`src/usm_pkg.sv`:
```
// shared constants, carrier structs and state layout for the serial port status block
package usm_pkg;

  // ---------------------------------------------------------------
  // clock
  // ---------------------------------------------------------------
  localparam int unsigned CLK_HZ = 40000000;

  // ---------------------------------------------------------------
  // register indexes (byte address is four times the index)
  // ---------------------------------------------------------------
  localparam logic [2:0] REG_DATA = 3'h0;
  localparam logic [2:0] REG_IEN = 3'h1;
  localparam logic [2:0] REG_FIFO = 3'h2;
  localparam logic [2:0] REG_LINE = 3'h3;
  localparam logic [2:0] REG_MODEM_CTL = 3'h4;
  localparam logic [2:0] REG_LINE_STAT = 3'h5;
  localparam logic [2:0] REG_MODEM_STAT = 3'h6;
  localparam logic [2:0] REG_SCRATCH = 3'h7;

  // ---------------------------------------------------------------
  // field positions
  // ---------------------------------------------------------------
  localparam int LINE_DIV_SEL = 7;
  localparam int MC_DTR = 0;
  localparam int MC_RTS = 1;
  localparam int MC_LOOP_RI = 2;
  localparam int MC_IRQ_EN = 3;
  localparam int MC_LOOP = 4;
  localparam int FC_ENABLE = 0;
  localparam int FC_RX_RESET = 1;
  localparam int FC_TX_RESET = 2;
  localparam int IE_RX_READY = 0;
  localparam int IE_HOLD_EMPTY = 1;
  localparam int IE_LINE_STAT = 2;
  localparam int IE_MODEM_STAT = 3;
  localparam int MS_CTS = 0;
  localparam int MS_DSR = 1;
  localparam int MS_RI = 2;
  localparam int MS_DCD = 3;

  // ---------------------------------------------------------------
  // fifo geometry and reset values
  // ---------------------------------------------------------------
  localparam int FIFO_DEPTH = 16;
  localparam logic [4:0] CAP_FIFO = 5'h10;
  localparam logic [4:0] CAP_SINGLE = 5'h01;
  localparam logic [7:0] RST_BYTE = 8'h00;
  localparam logic [15:0] RST_DIVISOR = 16'h0000;

  // ---------------------------------------------------------------
  // carrier structs
  // ---------------------------------------------------------------
  typedef struct packed {
    logic valid;
    logic silent;
    logic stop_err;
    logic parity_err;
    logic [7:0] data;
  } usm_rx_char_s;

  typedef struct packed {
    logic silent;
    logic stop_err;
    logic parity_err;
    logic [7:0] data;
  } usm_rx_entry_s;

  typedef struct packed {
    logic dcd_n;
    logic ri_n;
    logic dsr_n;
    logic cts_n;
  } usm_modem_in_s;

  typedef struct packed {
    logic [15:0] divisor;
    logic [7:0] line_format;
    logic [4:0] modem_control;
    logic [3:0] irq_enable;
    logic [7:0] scratch_byte;
    logic fifo_en;
    usm_rx_entry_s [FIFO_DEPTH-1:0] rxf;
    logic [3:0] rx_rp;
    logic [3:0] rx_wp;
    logic [4:0] rx_cnt;
    logic [FIFO_DEPTH-1:0][7:0] txf;
    logic [3:0] tx_rp;
    logic [3:0] tx_wp;
    logic [4:0] tx_cnt;
    logic overrun_flag;
    logic silent_line_flag;
    logic missing_stop_flag;
    logic parity_error_flag;
    logic rx_fifo_error_flag;
    logic holding_empty_flag;
    logic [3:0] modem_prev;
    logic [3:0] modem_delta;
    logic bus_wait;
    logic [7:0] rdata;
    logic irq;
    logic serial_out;
    logic rx_serial;
    logic rts_n;
    logic dtr_n;
    logic tx_valid;
    logic [7:0] tx_data;
  } usm_state_s;

  localparam usm_state_s USM_RST = '{
    bus_wait: 1'b1,
    holding_empty_flag: 1'b1,
    serial_out: 1'b1,
    rx_serial: 1'b1,
    rts_n: 1'b1,
    dtr_n: 1'b1,
    default: '0
  };

endpackage

```
`src/usm_status_modem.sv`:
```
// register map, line status, modem handshake and loopback of the serial port
//
// The implementer's own choice: the Avalon-MM slave port.
`timescale 1ns/1ps

// Behaviour
// [RULE1] fifo mode: parity error held sets bit7
// [RULE2] status read clears bit7 when no errors remain
// [RULE3] bit6 set when holding and shifter empty
// [RULE4] bit5 sets on holding drain, clears on write
// [RULE5] holding empty with enable raises interrupt
// [RULE6] bit4 reports silent line for whole character
// [RULE7] bit3 reports missing stop bit
// [RULE8] bit2 reports wrong parity bit
// [RULE9] fifo mode error flags follow head entry
// [RULE10] bit1 reports overwrite of unread character
// [RULE11] bit0 high while received data waits
// [RULE12] loopback drives output high, ignores input
// [RULE13] loopback forces modem outputs inactive
// [RULE14] loopback feeds modem inputs from control bits
// [RULE15] control bit3 gates the interrupt output
// [RULE16] control bits drive inverted rts and dtr
// [RULE17] status high nibble shows inverted modem inputs
// [RULE18] carrier, ready, clear changes set delta bits
// [RULE19] ring trailing edge sets delta bit2
// [RULE20] characters travel least significant bit first
// [RULE21] fifo indications read zero when unbuffered
// [RULE22] fifo mode only while enable bit set
// [RULE23] divisor select remaps offsets zero and one
// [RULE24] modem status read clears delta bits
module usm_status_modem (
  input wire logic i_clk,
  input wire logic i_nrst,
  input wire logic [4:0] i_avs_address,
  input wire logic i_avs_read,
  input wire logic i_avs_write,
  input wire logic [31:0] i_avs_writedata,
  input wire logic [3:0] i_avs_byteenable,
  output logic [31:0] o_avs_readdata,
  output logic o_avs_waitrequest,
  input wire usm_pkg::usm_rx_char_s i_rx_char,
  input wire logic i_tx_load,
  input wire logic i_tx_shift_empty,
  input wire logic i_tx_serial,
  input wire logic i_serial_in,
  input wire usm_pkg::usm_modem_in_s i_modem_n,
  output logic o_serial_out,
  output logic o_rx_serial,
  output logic o_rts_n,
  output logic o_dtr_n,
  output logic o_irq,
  output logic o_tx_valid,
  output logic [7:0] o_tx_data,
  output logic [15:0] o_divisor,
  output logic [6:0] o_line_format,
  output logic o_fifo_enable
);
  import usm_pkg::*;

  usm_state_s q;
  usm_state_s d;

  // ---------------------------------------------------------------
  // next state
  // ---------------------------------------------------------------
  always_comb begin
    logic commit;
    logic wr;
    logic rd;
    logic [2:0] idx;
    logic div_sel;
    logic loop;
    logic [4:0] cap;
    logic rx_rst;
    logic tx_rst;
    logic pop_rx;
    logic overwrite;
    logic new_head;
    logic any_pe;
    logic [3:0] pos;
    logic [3:0] mstat;
    logic temt;
    logic p_ls;
    logic p_rd;
    logic p_th;
    logic p_ms;
    logic [1:0] int_id;
    logic [7:0] line_stat;
    usm_rx_entry_s head;
    d = q;
    commit = (i_avs_read | i_avs_write) & ~q.bus_wait;
    wr = commit & i_avs_write & i_avs_byteenable[0];
    rd = commit & i_avs_read;
    idx = i_avs_address[4:2];
    div_sel = q.line_format[LINE_DIV_SEL];
    loop = q.modem_control[MC_LOOP];
    cap = q.fifo_en ? CAP_FIFO : CAP_SINGLE; // RULE22
    rx_rst = 1'b0;
    tx_rst = 1'b0;
    overwrite = 1'b0;
    any_pe = 1'b0;
    pos = 4'h0;
    head = q.rxf[q.rx_rp];
    temt = (q.tx_cnt == 5'h00) & i_tx_shift_empty; // RULE3
    p_ls = q.irq_enable[IE_LINE_STAT] & (q.overrun_flag | q.silent_line_flag |
           q.missing_stop_flag | q.parity_error_flag);
    p_rd = q.irq_enable[IE_RX_READY] & (q.rx_cnt != 5'h00);
    p_th = q.irq_enable[IE_HOLD_EMPTY] & q.holding_empty_flag; // RULE5
    p_ms = q.irq_enable[IE_MODEM_STAT] & (q.modem_delta != 4'h0);
    int_id = p_ls ? 2'h3 : p_rd ? 2'h2 : p_th ? 2'h1 : 2'h0;
    line_stat = {q.rx_fifo_error_flag & q.fifo_en, temt, q.holding_empty_flag,
                 q.silent_line_flag, q.missing_stop_flag, q.parity_error_flag,
                 q.overrun_flag, q.rx_cnt != 5'h00}; // RULE11

    // ---------------------------------------------------------------
    // bus slave: one wait cycle, then the access commits
    // ---------------------------------------------------------------
    if ((i_avs_read | i_avs_write) & q.bus_wait) begin
      d.bus_wait = 1'b0;
      case (idx)
        REG_DATA: d.rdata = div_sel ? q.divisor[7:0] : head.data; // RULE23 RULE20
        REG_IEN: d.rdata = div_sel ? q.divisor[15:8] : {4'h0, q.irq_enable}; // RULE23
        REG_FIFO: d.rdata = {q.fifo_en, q.fifo_en, 3'h0, int_id,
                             ~(p_ls | p_rd | p_th | p_ms)}; // RULE21
        REG_LINE: d.rdata = q.line_format;
        REG_MODEM_CTL: d.rdata = {3'h0, q.modem_control};
        REG_LINE_STAT: d.rdata = line_stat;
        REG_MODEM_STAT: d.rdata = {q.modem_prev, q.modem_delta};
        REG_SCRATCH: d.rdata = q.scratch_byte;
        default: d.rdata = RST_BYTE;
      endcase
    end
    if (commit) begin
      d.bus_wait = 1'b1;
    end

    // ---------------------------------------------------------------
    // register writes
    // ---------------------------------------------------------------
    if (wr) begin
      case (idx)
        REG_DATA: begin
          if (div_sel) begin
            d.divisor[7:0] = i_avs_writedata[7:0]; // RULE23
          end
        end
        REG_IEN: begin
          if (div_sel) begin
            d.divisor[15:8] = i_avs_writedata[7:0]; // RULE23
          end else begin
            d.irq_enable = i_avs_writedata[3:0];
          end
        end
        REG_FIFO: begin
          d.fifo_en = i_avs_writedata[FC_ENABLE]; // RULE22
          rx_rst = i_avs_writedata[FC_RX_RESET] | (d.fifo_en != q.fifo_en);
          tx_rst = i_avs_writedata[FC_TX_RESET] | (d.fifo_en != q.fifo_en);
        end
        REG_LINE: d.line_format = i_avs_writedata[7:0];
        REG_MODEM_CTL: d.modem_control = i_avs_writedata[4:0];
        REG_SCRATCH: d.scratch_byte = i_avs_writedata[7:0];
        default: d.scratch_byte = q.scratch_byte;
      endcase
    end

    // ---------------------------------------------------------------
    // clear on read, using the value the reader saw
    // ---------------------------------------------------------------
    if (rd && idx == REG_LINE_STAT) begin
      if (q.rdata[1]) begin
        d.overrun_flag = 1'b0; // RULE10
      end
      if (q.rdata[2]) begin
        d.parity_error_flag = 1'b0; // RULE8
      end
      if (q.rdata[3]) begin
        d.missing_stop_flag = 1'b0; // RULE7
      end
      if (q.rdata[4]) begin
        d.silent_line_flag = 1'b0; // RULE6
      end
    end
    if (rd && idx == REG_MODEM_STAT) begin
      d.modem_delta = q.modem_delta & ~q.rdata[3:0]; // RULE24
    end
    if (rd && idx == REG_FIFO && q.rdata[2:0] == 3'h2) begin
      d.holding_empty_flag = 1'b0;
    end

    // ---------------------------------------------------------------
    // receive buffer: depth one unbuffered, sixteen in fifo mode
    // ---------------------------------------------------------------
    pop_rx = rd & (idx == REG_DATA) & ~div_sel & (q.rx_cnt != 5'h00);
    if (rx_rst) begin
      d.rx_rp = 4'h0;
      d.rx_wp = 4'h0;
      d.rx_cnt = 5'h00;
    end else begin
      if (pop_rx) begin
        d.rx_rp = q.rx_rp + 4'h1;
        d.rx_cnt = q.rx_cnt - 5'h01;
      end
      if (i_rx_char.valid) begin
        if (d.rx_cnt < cap) begin
          d.rxf[d.rx_wp] = i_rx_char[10:0];
          d.rx_wp = d.rx_wp + 4'h1;
          d.rx_cnt = d.rx_cnt + 5'h01;
        end else begin
          d.overrun_flag = 1'b1; // RULE10
          if (!q.fifo_en) begin
            overwrite = 1'b1;
            d.rxf[d.rx_rp] = i_rx_char[10:0];
          end
        end
      end
    end
    new_head = pop_rx | (i_rx_char.valid & (q.rx_cnt == 5'h00)) | overwrite;
    if (new_head && d.rx_cnt != 5'h00 && !rx_rst) begin
      head = d.rxf[d.rx_rp];
      d.silent_line_flag = d.silent_line_flag | head.silent; // RULE6 RULE9
      d.missing_stop_flag = d.missing_stop_flag | head.stop_err; // RULE7 RULE9
      d.parity_error_flag = d.parity_error_flag | head.parity_err; // RULE8 RULE9
    end
    for (int i = 0; i < FIFO_DEPTH; i++) begin
      pos = d.rx_rp + i[3:0];
      if (i[4:0] < d.rx_cnt && d.rxf[pos].parity_err) begin
        any_pe = 1'b1;
      end
    end
    d.rx_fifo_error_flag = d.fifo_en & (any_pe | (q.rx_fifo_error_flag &
                           ~(rd && idx == REG_LINE_STAT))); // RULE1 RULE2 RULE21

    // ---------------------------------------------------------------
    // transmit holding stage
    // ---------------------------------------------------------------
    if (tx_rst) begin
      d.tx_rp = 4'h0;
      d.tx_wp = 4'h0;
      d.tx_cnt = 5'h00;
      d.holding_empty_flag = 1'b1;
    end else begin
      if (i_tx_load && q.tx_cnt != 5'h00) begin
        d.tx_rp = q.tx_rp + 4'h1;
        d.tx_cnt = q.tx_cnt - 5'h01;
      end
      if (wr && idx == REG_DATA && !div_sel) begin
        d.holding_empty_flag = 1'b0; // RULE4
        if (d.tx_cnt < cap) begin
          d.txf[d.tx_wp] = i_avs_writedata[7:0];
          d.tx_wp = d.tx_wp + 4'h1;
          d.tx_cnt = d.tx_cnt + 5'h01;
        end
      end
      if (i_tx_load && q.tx_cnt != 5'h00 && d.tx_cnt == 5'h00) begin
        d.holding_empty_flag = 1'b1; // RULE4
      end
    end
    d.tx_valid = d.tx_cnt != 5'h00;
    d.tx_data = d.txf[d.tx_rp]; // RULE20

    // ---------------------------------------------------------------
    // modem inputs, change detection and pins
    // ---------------------------------------------------------------
    if (loop) begin
      mstat = {q.modem_control[MC_IRQ_EN], q.modem_control[MC_LOOP_RI],
               q.modem_control[MC_DTR], q.modem_control[MC_RTS]}; // RULE14 RULE15 RULE17
    end else begin
      mstat = ~{i_modem_n.dcd_n, i_modem_n.ri_n, i_modem_n.dsr_n, i_modem_n.cts_n}; // RULE17
    end
    d.modem_prev = mstat;
    d.modem_delta[MS_DCD] = d.modem_delta[MS_DCD] | (mstat[MS_DCD] ^ q.modem_prev[MS_DCD]); // RULE18
    d.modem_delta[MS_RI] = d.modem_delta[MS_RI] | (q.modem_prev[MS_RI] & ~mstat[MS_RI]); // RULE19
    d.modem_delta[MS_DSR] = d.modem_delta[MS_DSR] | (mstat[MS_DSR] ^ q.modem_prev[MS_DSR]); // RULE18
    d.modem_delta[MS_CTS] = d.modem_delta[MS_CTS] | (mstat[MS_CTS] ^ q.modem_prev[MS_CTS]); // RULE18

    d.rts_n = d.modem_control[MC_LOOP] | ~d.modem_control[MC_RTS]; // RULE16 RULE13
    d.dtr_n = d.modem_control[MC_LOOP] | ~d.modem_control[MC_DTR]; // RULE16 RULE13
    d.serial_out = d.modem_control[MC_LOOP] | i_tx_serial; // RULE12
    d.rx_serial = d.modem_control[MC_LOOP] ? i_tx_serial : i_serial_in; // RULE12 RULE13
    d.irq = q.modem_control[MC_IRQ_EN] & (p_ls | p_rd | p_th | p_ms); // RULE15 RULE5
  end

  // ---------------------------------------------------------------
  // state register
  // ---------------------------------------------------------------
  always_ff @(posedge i_clk or negedge i_nrst) begin
    if (!i_nrst) begin
      q <= USM_RST;
    end else begin
      q <= d;
    end
  end

  assign o_avs_readdata = {24'h000000, q.rdata};
  assign o_avs_waitrequest = q.bus_wait;
  assign o_serial_out = q.serial_out;
  assign o_rx_serial = q.rx_serial;
  assign o_rts_n = q.rts_n;
  assign o_dtr_n = q.dtr_n;
  assign o_irq = q.irq;
  assign o_tx_valid = q.tx_valid;
  assign o_tx_data = q.tx_data;
  assign o_divisor = q.divisor;
  assign o_line_format = q.line_format[6:0];
  assign o_fifo_enable = q.fifo_en;

endmodule

```
`config.mk`:
```
export PLATFORM = sky130hd
export DESIGN_NAME = usm_status_modem
export DESIGN_NICKNAME = d
export VERILOG_FILES = /design/src/usm_pkg.sv /design/src/usm_status_modem.sv
export SDC_FILE = /design/constraint.sdc
export NUM_CORES = 1
export LEC_CHECK = 0
export BUFFER_PORTS_ARGS = -buffer_cell sky130_fd_sc_hd__buf_2
export CORE_MARGIN = 1.5
export CORE_UTILIZATION = 60
export DETAILED_ROUTE_END_ITERATION = 7
export PLACE_DENSITY = 0.79
export SYNTH_ARGS = -nofsm -noshare
export SYNTH_HDL_FRONTEND = slang
export SYNTH_SLANG_ARGS = --single-unit
```
`constraint.sdc`:
```
create_clock -name i_clk -period 9.6 [get_ports i_clk]
set_clock_uncertainty 0.15 [all_clocks]
set_input_delay 0 -clock i_clk [delete_from_list [all_inputs] [get_ports i_clk]]
set_output_delay 0 -clock i_clk [all_outputs]
set_load 0.01 [all_outputs]
```
Yosys cells after proc, flatten, opt, wreduce, memory -nomap -nowiden
Index checks and enable logic that the tools add are counted.

storage, ports and cells
  register bits after elaboration = 409
  latch bits = 0
  RAM bits = 0
  ROM bits = 0
  input port bits = 65
  logic and storage cells = 414
  memories = 0

operators by class
  $add $sub $neg = 23
  multipliers = 0
  divide/modulo/power cells = 0
  order comparisons = 42
  equality and inequality tests = 9
  shift-type cells = 0
  multiplexer cells = 121
  bitwise operators = 54
  reduce and logical (&&, ||, !) cells = 54

operators by type and width
  operator                                            count
  binary-select mux 11 bit (select 4 bit)             17
  2-to-1 mux 176 bit                                  4
  2-to-1 mux 128 bit                                  3
  bitwise mux 176 bit                                 2
  2-to-1 mux 9 bit                                    21
  bitwise mux 128 bit                                 1
  < comparator 4 x 5 -> 1 bit, second input constant  21
  demux 11 bit (select 4 bit)                         2
  one-hot mux 8 bit (8 select lines)                  1
  2-to-1 mux 8 bit                                    6
  < comparator 4 x 5 -> 1 bit, first input constant   8
  2-to-1 mux 1 bit                                    39
  2-to-1 mux 11 bit                                   3
  adder 4 bit, second input constant                  8
  binary-select mux 8 bit (select 4 bit)              1
  demux 8 bit (select 4 bit)                          1
  2-to-1 mux 4 bit                                    8
  2-to-1 mux 5 bit                                    6
  logical AND 1 bit                                   29
  2-to-1 mux 13 bit                                   2
  bitwise OR 1 bit                                    22
  adder 4 x 1 -> 4 bit, second input constant         5
  < comparator 3 x 5 -> 1 bit, first input constant   4
  nonzero test 5 bit                                  4
  27 further kinds                                    85

Logic depth before layout (Yosys ltp)
Gate-level depths: netlist of the first run.

  depth in word-level cells = 38
  gate-level depth with buffers = 25
  depth with buffers taken out = 21

Worst setup path before layout of the first run
OpenSTA, ideal clock, no wires.

  path kind = flip-flop to flip-flop
  start = register q (netlist bit o_avs_waitrequest)
  end = register q[32] in the netlist's numbering
  library setup time = 0.140 ns
  data arrival time = 4.359 ns
  data required time = 9.310 ns
  path slack = 4.951 ns
  stages on the path, launching flop included = 20
  period minus slack after synthesis = 4.649 ns
  cells stage by stage = dfstp_2 > buf_2 > nor3b_4 > buf_4 > nand2_1 > o31ai_2 > inv_1 > ha_1 > nor2_1 > or3_1 > a211oi_2 > a2bb2oi_1 > mux2i_1 > mux2_2 > nor2_1 > o32ai_2 > mux2i_1 > a311o_1 > o41ai_2 > a31oi_1

RTL lines
  element                 RTL line                 text
  start, declared         usm_status_modem.sv:60   usm_state_s q;
  start signal, assigned  usm_status_modem.sv:288  q <= USM_RST;
  start signal, assigned  usm_status_modem.sv:290  q <= d;

==> impl_metrics.tcl, run 1 <==
set metrics [dict create \
    ys_seq_elements 409 \
    synth_edf_count 0 \
    cts.sink_count 409 \
    grt_pass1_wl_mm 91.6 \
    rsz0062_at_grt "false" \
    async_flop_share_pct 100 \
    antenna_left 0 \
    first_iter_violations 1593 \
    yosysWarnings 0 \
    routed-wl-met3_mm 4.40 \
    die_h_um 198 \
    die_x_um 198 \
    grt_max_degree 101 \
    crit_buf_inv 1 \
    h-tree-depth 2 \
    row_count 71 \
    max_cap_viol_count 0 \
    cp_cell_sequence "nor3b_4 -> nand2_1 -> o31ai_2 -> inv_1 -> ha_1 -> o2111a_1 -> nor4_2 -> a22oi_2 -> mux2i_1 -> or2_1 -> mux2i_1 -> o22ai_1 -> mux2i_1 -> nor3_1 -> a2111oi_0 -> a31oi_1" \
    grt_pass1_vias 16300 \
    setup_tns_ps 0 \
    syn_area_um2 22700 \
    dp.final_hpwl_mm 37.2 \
    wl_per_cell_um 23.1 \
    post-route-period-util_pct 68.5 \
    drt_pass1_iterations 7 \
    clock_latency_ps 590 \
    cts_buffer_depth 3 \
    ys_seq_area_share_pct 45.0 \
    avgSynthCellArea_um2 11.9 \
    die_area_um2 39100 \
    fmax_mhz 152 \
    finalSetupViolCount 0 \
    remaining_drc_errors 0 \
    max_stage_delay_ps 1030 \
    final_hold_viol_count 0 \
    syn_inst 1915 \
    cts_buffers 43 \
    worst_pin_slew_ps 1240 \
    critPathKind "reg2reg" \
    syn2layout_area_growth_pct 9.40 \
    ios 136 \
    fin_crit_ps 6580 \
    viasPerCell 6.44 \
    slew_violations 0 \
    power_density_nw_per_um2 305 \
    met2_wirelength_mm 26.8 \
    worst_ep_arrival_time_ps 6860 \
    gp_congestion 0.936 \
    hp-class "in2reg" \
    ctsRootBufferMaster "clkbuf_16" \
    wl_met1_mm 24.0 \
    max_slew_margin_pct 17.1 \
    crit_fanout 19 \
    crit_family "compound AO/OA/AOI/OAI gates" \
    critPathCaptureType "flop" \
    cts_resized 0 \
    hold_ws_ps 48.7 \
    overflow 0 \
    fillers 2684 \
    grt_usage_pct 30.3 \
    start_kind "flop" \
    ir_drop_mv 0.179 \
    synth_ff_type "dfrtp_1" \
    core_um2 37500 \
    routed.top_layer "met5" \
    crit_top_cell "mux2i_1" \
    yosysUniqueCellTypes 108 \
    initial_core_util_pct 60.7 \
    final_nets 2033 \
    vias 16100 \
    clk_pin_slew_ps 60 \
    cellLeakagePower_nw 11.5 \
    crit_required_ps 9880 \
    antenna_found_initial 4 \
    outcome "finished clean" \
    slowest_stage "a22oi_2" \
    final_layout_size_suffix_gt1_share_pct 34.6 \
    portBuffers 82 \
    cts_tree "done" \
    routed_wirelength_mm 57.7 \
]
[layout make-up]
class	count	area, um^2	area share [%]
clock buffers	65	1280	5.14
multi-input cells	1300	11400	45.7
repair buffers	149	1050	4.20
diodes	1	2.50	0.0101
clock inverters	15	128	0.513
well taps	511	639	2.57
inverters	43	161	0.649
flip-flops and latches	409	10200	41.2
[metrics by stage]
step           area, um^2  setup WS [ps]  power (mW)  cells  utilization (%)
2_1_floorplan       22800           4950        5.05   1938                -
3_3_place_gp        23000           3360        5.73   2370             61.4
3_5_place_dp        23000           3220        5.85   2370             61.4
4_1_cts             24900           3220        7.54   2492             66.4
5_1_grt             24900           2670        7.98   2492             66.4
6_report            24900           3020        7.59   2493             66.4
[per-layer routing]
metal,GRT usage (%),vias up
met3,5.40,171
met1,41.2,8188
met5,0,-
met4,12.4,4
met2,48.3,701
li1,-,6990
[layout by cell type (no fill, tap or decap), types with 14 or more instances in the layout]
master,netlist,routed
nand3_1,27,27
buf_4,71,25
or4_1,17,17
a21oi_1,45,45
xnor2_1,24,24
mux4_2,55,55
nand2b_1,14,14
inv_1,38,38
clkbuf_16,0,43
mux2i_1,81,81
buf_2,15,81
dlygate4sd3_1,0,41
o21ai_0,38,38
nand4_1,18,18
nor3_1,29,29
o211a_1,16,16
nand2_1,134,134
mux2_2,380,380
conb_1,1,24
ha_1,22,22
nor2_1,119,119
dfrtp_1,403,402
[synthesized netlist by cell type, types with 13 or more instances]
cell / number / area share [%]
a21oi_1: 45 / 0.99
buf_2: 15 / 0.33
buf_4: 71 / 2.3
clkbuf_1: 85 / 1.4
dfrtp_1: 403 / 44
ha_1: 22 / 1.2
inv_1: 38 / 0.63
mux2_2: 380 / 19
mux2i_1: 81 / 3.6
mux4_2: 55 / 5.4
nand2_1: 134 / 2.2
nand2b_1: 14 / 0.39
nand3_1: 27 / 0.59
nand4_1: 18 / 0.50
nor2_1: 119 / 2.0
nor3_1: 29 / 0.64
o211a_1: 16 / 0.70
o21ai_0: 38 / 0.84
or4_1: 17 / 0.56
xnor2_1: 24 / 0.92
xor2_1: 13 / 0.50
[where the power goes]
group	internal, mW	leakage (nW)	total (mW)	switching, mW
clock	0.932	0.700	1.65	0.719
combinational	1.49	5.50	3.41	1.91
sequential	2.20	5.29	2.53	0.333
[cells by family after synthesis]
kind of cell | share of synthesized area, %
AOI/OAI and AO/OA | 8.39
xor gates and xnor gates | 1.57
adders and majority gates | 1.21
buffers and inverters | 5.30
DFF | 45.0
muxes | 27.9
other | 0.0165
and+or+nand+nor | 10.5
[worst register-to-register path: stages (launching register included)]
cell       delay, ps
dfrtp_1          710
nor3b_4          810
nand2_1          150
o31ai_2          500
inv_1            210
ha_1             410
o2111a_1         460
nor4_2           140
a22oi_2         1030
mux2i_1          310
or2_1            300
mux2i_1          140
o22ai_1          130
mux2i_1          210
nor3_1            60
a2111oi_0        570
a31oi_1          150
[final timing paths]
| kind | from | end | slack (ps) | cells past startpoint |
|---|---|---|---|---|
| max | q[392]$_DFFE_PN0P_ | q[32]$_DFF_PN0_ | 3020 | 16 |
| min | i_tx_serial | o_serial_out$_DFF_PN1_ | 50 | 3 |
| max reg2reg | q[392]$_DFFE_PN0P_ | q[32]$_DFF_PN0_ | 3020 | 16 |
| min reg2reg | q[101]$_DFF_PN0_ | q[101]$_DFF_PN0_ | 340 | 1 |
| max in group asynchronous | i_nrst | q[187]$_DFF_PN0_ | 6910 | 5 |
| min in group asynchronous | i_nrst | q[114]$_DFF_PN0_ | 480 | 4 |
[repair_timing]
action / 4_1_cts / 5_1_grt
hold buffers: 42 / 0
endpoints found under the hold margin: 468 / 0
buffers inserted: 0 / 0
endpoints found under the setup margin: 0 / 0
No activity file was read; power rests on OpenSTA's default activity.
==> run 2, diff against run 1 <==
- clock period: 9.6 -> 6.5 ns (I/O delays scaled with it)
==> impl_metrics.tcl, run 2 (synthesis gave the netlist of run 1 again) <==
set metrics [dict create \
    outcome "finished clean" \
    grt_pass1_vias 16300 \
    fillers 2733 \
    syn2layout_area_growth_pct 9.62 \
    die_area_um2 39100 \
    gp_congestion 0.921 \
    multi_input_area_um2 11400 \
    worst_pin_slew_ps 1150 \
    final_cell_mix "402 x dfrtp_1, 380 x mux2_2, 134 x nand2_1, 119 x nor2_1" \
    ir_drop_mv 0.304 \
    layout_commonest_cell "dfrtp_1" \
    rr_endpoint "q[32]$_DFF_PN0_" \
    post-place-cells 2378 \
    first_iter_violations 1439 \
    fin_crit_ps 5740 \
    rsz0062_at_grt "false" \
    reg2regPathDepth 17 \
    postCtsSetupBuffers 0 \
    clk_pin_slew_ps 60 \
    cts_tree "done" \
    cts.sink_count 409 \
    final_layout_size_suffix_gt1_share_pct 34.9 \
    utilization_pct 66.5 \
    viasPerCell 6.42 \
    h-tree-depth 2 \
    max_cap_viol_count 0 \
    dp.final_hpwl_mm 38.6 \
    drt_pass1_iterations 8 \
    initial_core_util_pct 60.7 \
    grt_pass1_wl_mm 92.3 \
    regToRegSetupSlack_ps 760 \
    core_um2 37500 \
    insertedDiodeCount 0 \
    grt_max_degree 182 \
    finalSetupViolCount 0 \
    critPathCapture "q[32]$_DFF_PN0_" \
    cellLeakagePower_nw 11.5 \
    slew_violations 0 \
    critPathCaptureType "flop" \
    row_count 71 \
    die_x_um 198 \
    antenna_found_initial 0 \
    overflow 0 \
    fin_cells 2495 \
    final_hold_viol_count 0 \
    cts_resized 0 \
    portBuffers 82 \
    clock_latency_ps 590 \
    worst_ep_arrival_time_ps 6010 \
    power_density_nw_per_um2 453 \
    setup_tns_ps 0 \
    r2r_start "q[178]$_DFF_PN0_" \
    final_nets 2039 \
    ios 136 \
    grt_usage_pct 30.6 \
    ff_latch_area_um2 10200 \
    die_h_um 198 \
    wl_per_cell_um 23.4 \
    routed_wirelength_mm 58.5 \
    post-route-period-util_pct 88.2 \
    ctsRootBufferMaster "clkbuf_16" \
    start_kind "flop" \
    crit_start "q[178]$_DFF_PN0_" \
    fmax_mhz 174 \
    critPathKind "reg2reg" \
    hold_buffers 39 \
    antenna_left 0 \
    remaining_drc_errors 0 \
    crit_required_ps 6780 \
    max_slew_margin_pct 23.1 \
    cts_buffer_depth 3 \
    crit_fanout 12 \
    hp-class "in2reg" \
    vias 16000 \
    cts_buffers 44 \
]
-- run 2: critical path, cell delays in order (launching register included) --
cell       delay (ps)
dfrtp_1           520
inv_1             110
ha_1              270
nand2b_1          160
o31ai_2           550
inv_1             210
ha_1              410
o2111a_1          470
nor4_2            140
a22oi_1           920
a22o_1            280
a21oi_1           150
mux2i_1           220
a22oi_1           100
mux2i_1           150
nor3_1             60
a2111oi_0         540
a31oi_1           160
-- run 2: power by group --
part / switching (mW) / total [mW] / leakage (nW) / internal, mW
combinational: 2.89 / 5.11 / 5.53 / 2.22
sequential: 0.467 / 3.72 / 5.29 / 3.25
clock: 1.05 / 2.47 / 0.697 / 1.41
total: 4.41 / 11.3 / 11.5 / 6.89
-- run 2: worst min path at each step --
stage	start	to	slack, ps	cells after the start
final	i_avs_address[4]	o_avs_readdata[5]$_DFFE_PN0P_	40	5
after global routing	i_modem_n[0]	q[27]$_DFF_PN0_	60	3
after CTS	i_avs_address[4]	o_avs_readdata[5]$_DFFE_PN0P_	10	5
after detailed placement	i_nrst	q[114]$_DFF_PN0_	-50	1
after global placement	i_nrst	q[114]$_DFF_PN0_	-60	1
after floorplan	i_nrst	async pin	-450	0
-- run 2: through the flow --
step	worst slack [ps]	area (um^2)	power [mW]	hold slack [ps]
6_report	765	24900	11.3	35.2
5_1_grt	385	24900	11.9	57.8
4_1_cts	852	24900	11.2	13.0
3_5_place_dp	920	23100	8.70	-50.3
3_3_place_gp	1050	23100	8.52	-61.7
2_1_floorplan	1850	22800	7.45	-446
-- run 2: final cells by class --
| class | instances | area share [%] |
|---|---|---|
| multi-input combinational | 1300 | 45.6 |
| sequential | 409 | 41.1 |
| clock buffer | 61 | 4.95 |
| timing repair buffer | 154 | 4.37 |
| tap | 511 | 2.56 |
| clock inverter | 17 | 0.733 |
| inverter | 43 | 0.647 |
-- run 2: routing by layer --
layer | vias to the layer above | part of all wire (%) | GRT usage, %
met2 | 680 | 47 | 49.7
met5 | - | 0 | 0
li1 | 6996 | - | -
met4 | 0 | 3.8 | 12.1
met3 | 154 | 6.7 | 4.08
met1 | 8188 | 42 | 41.8
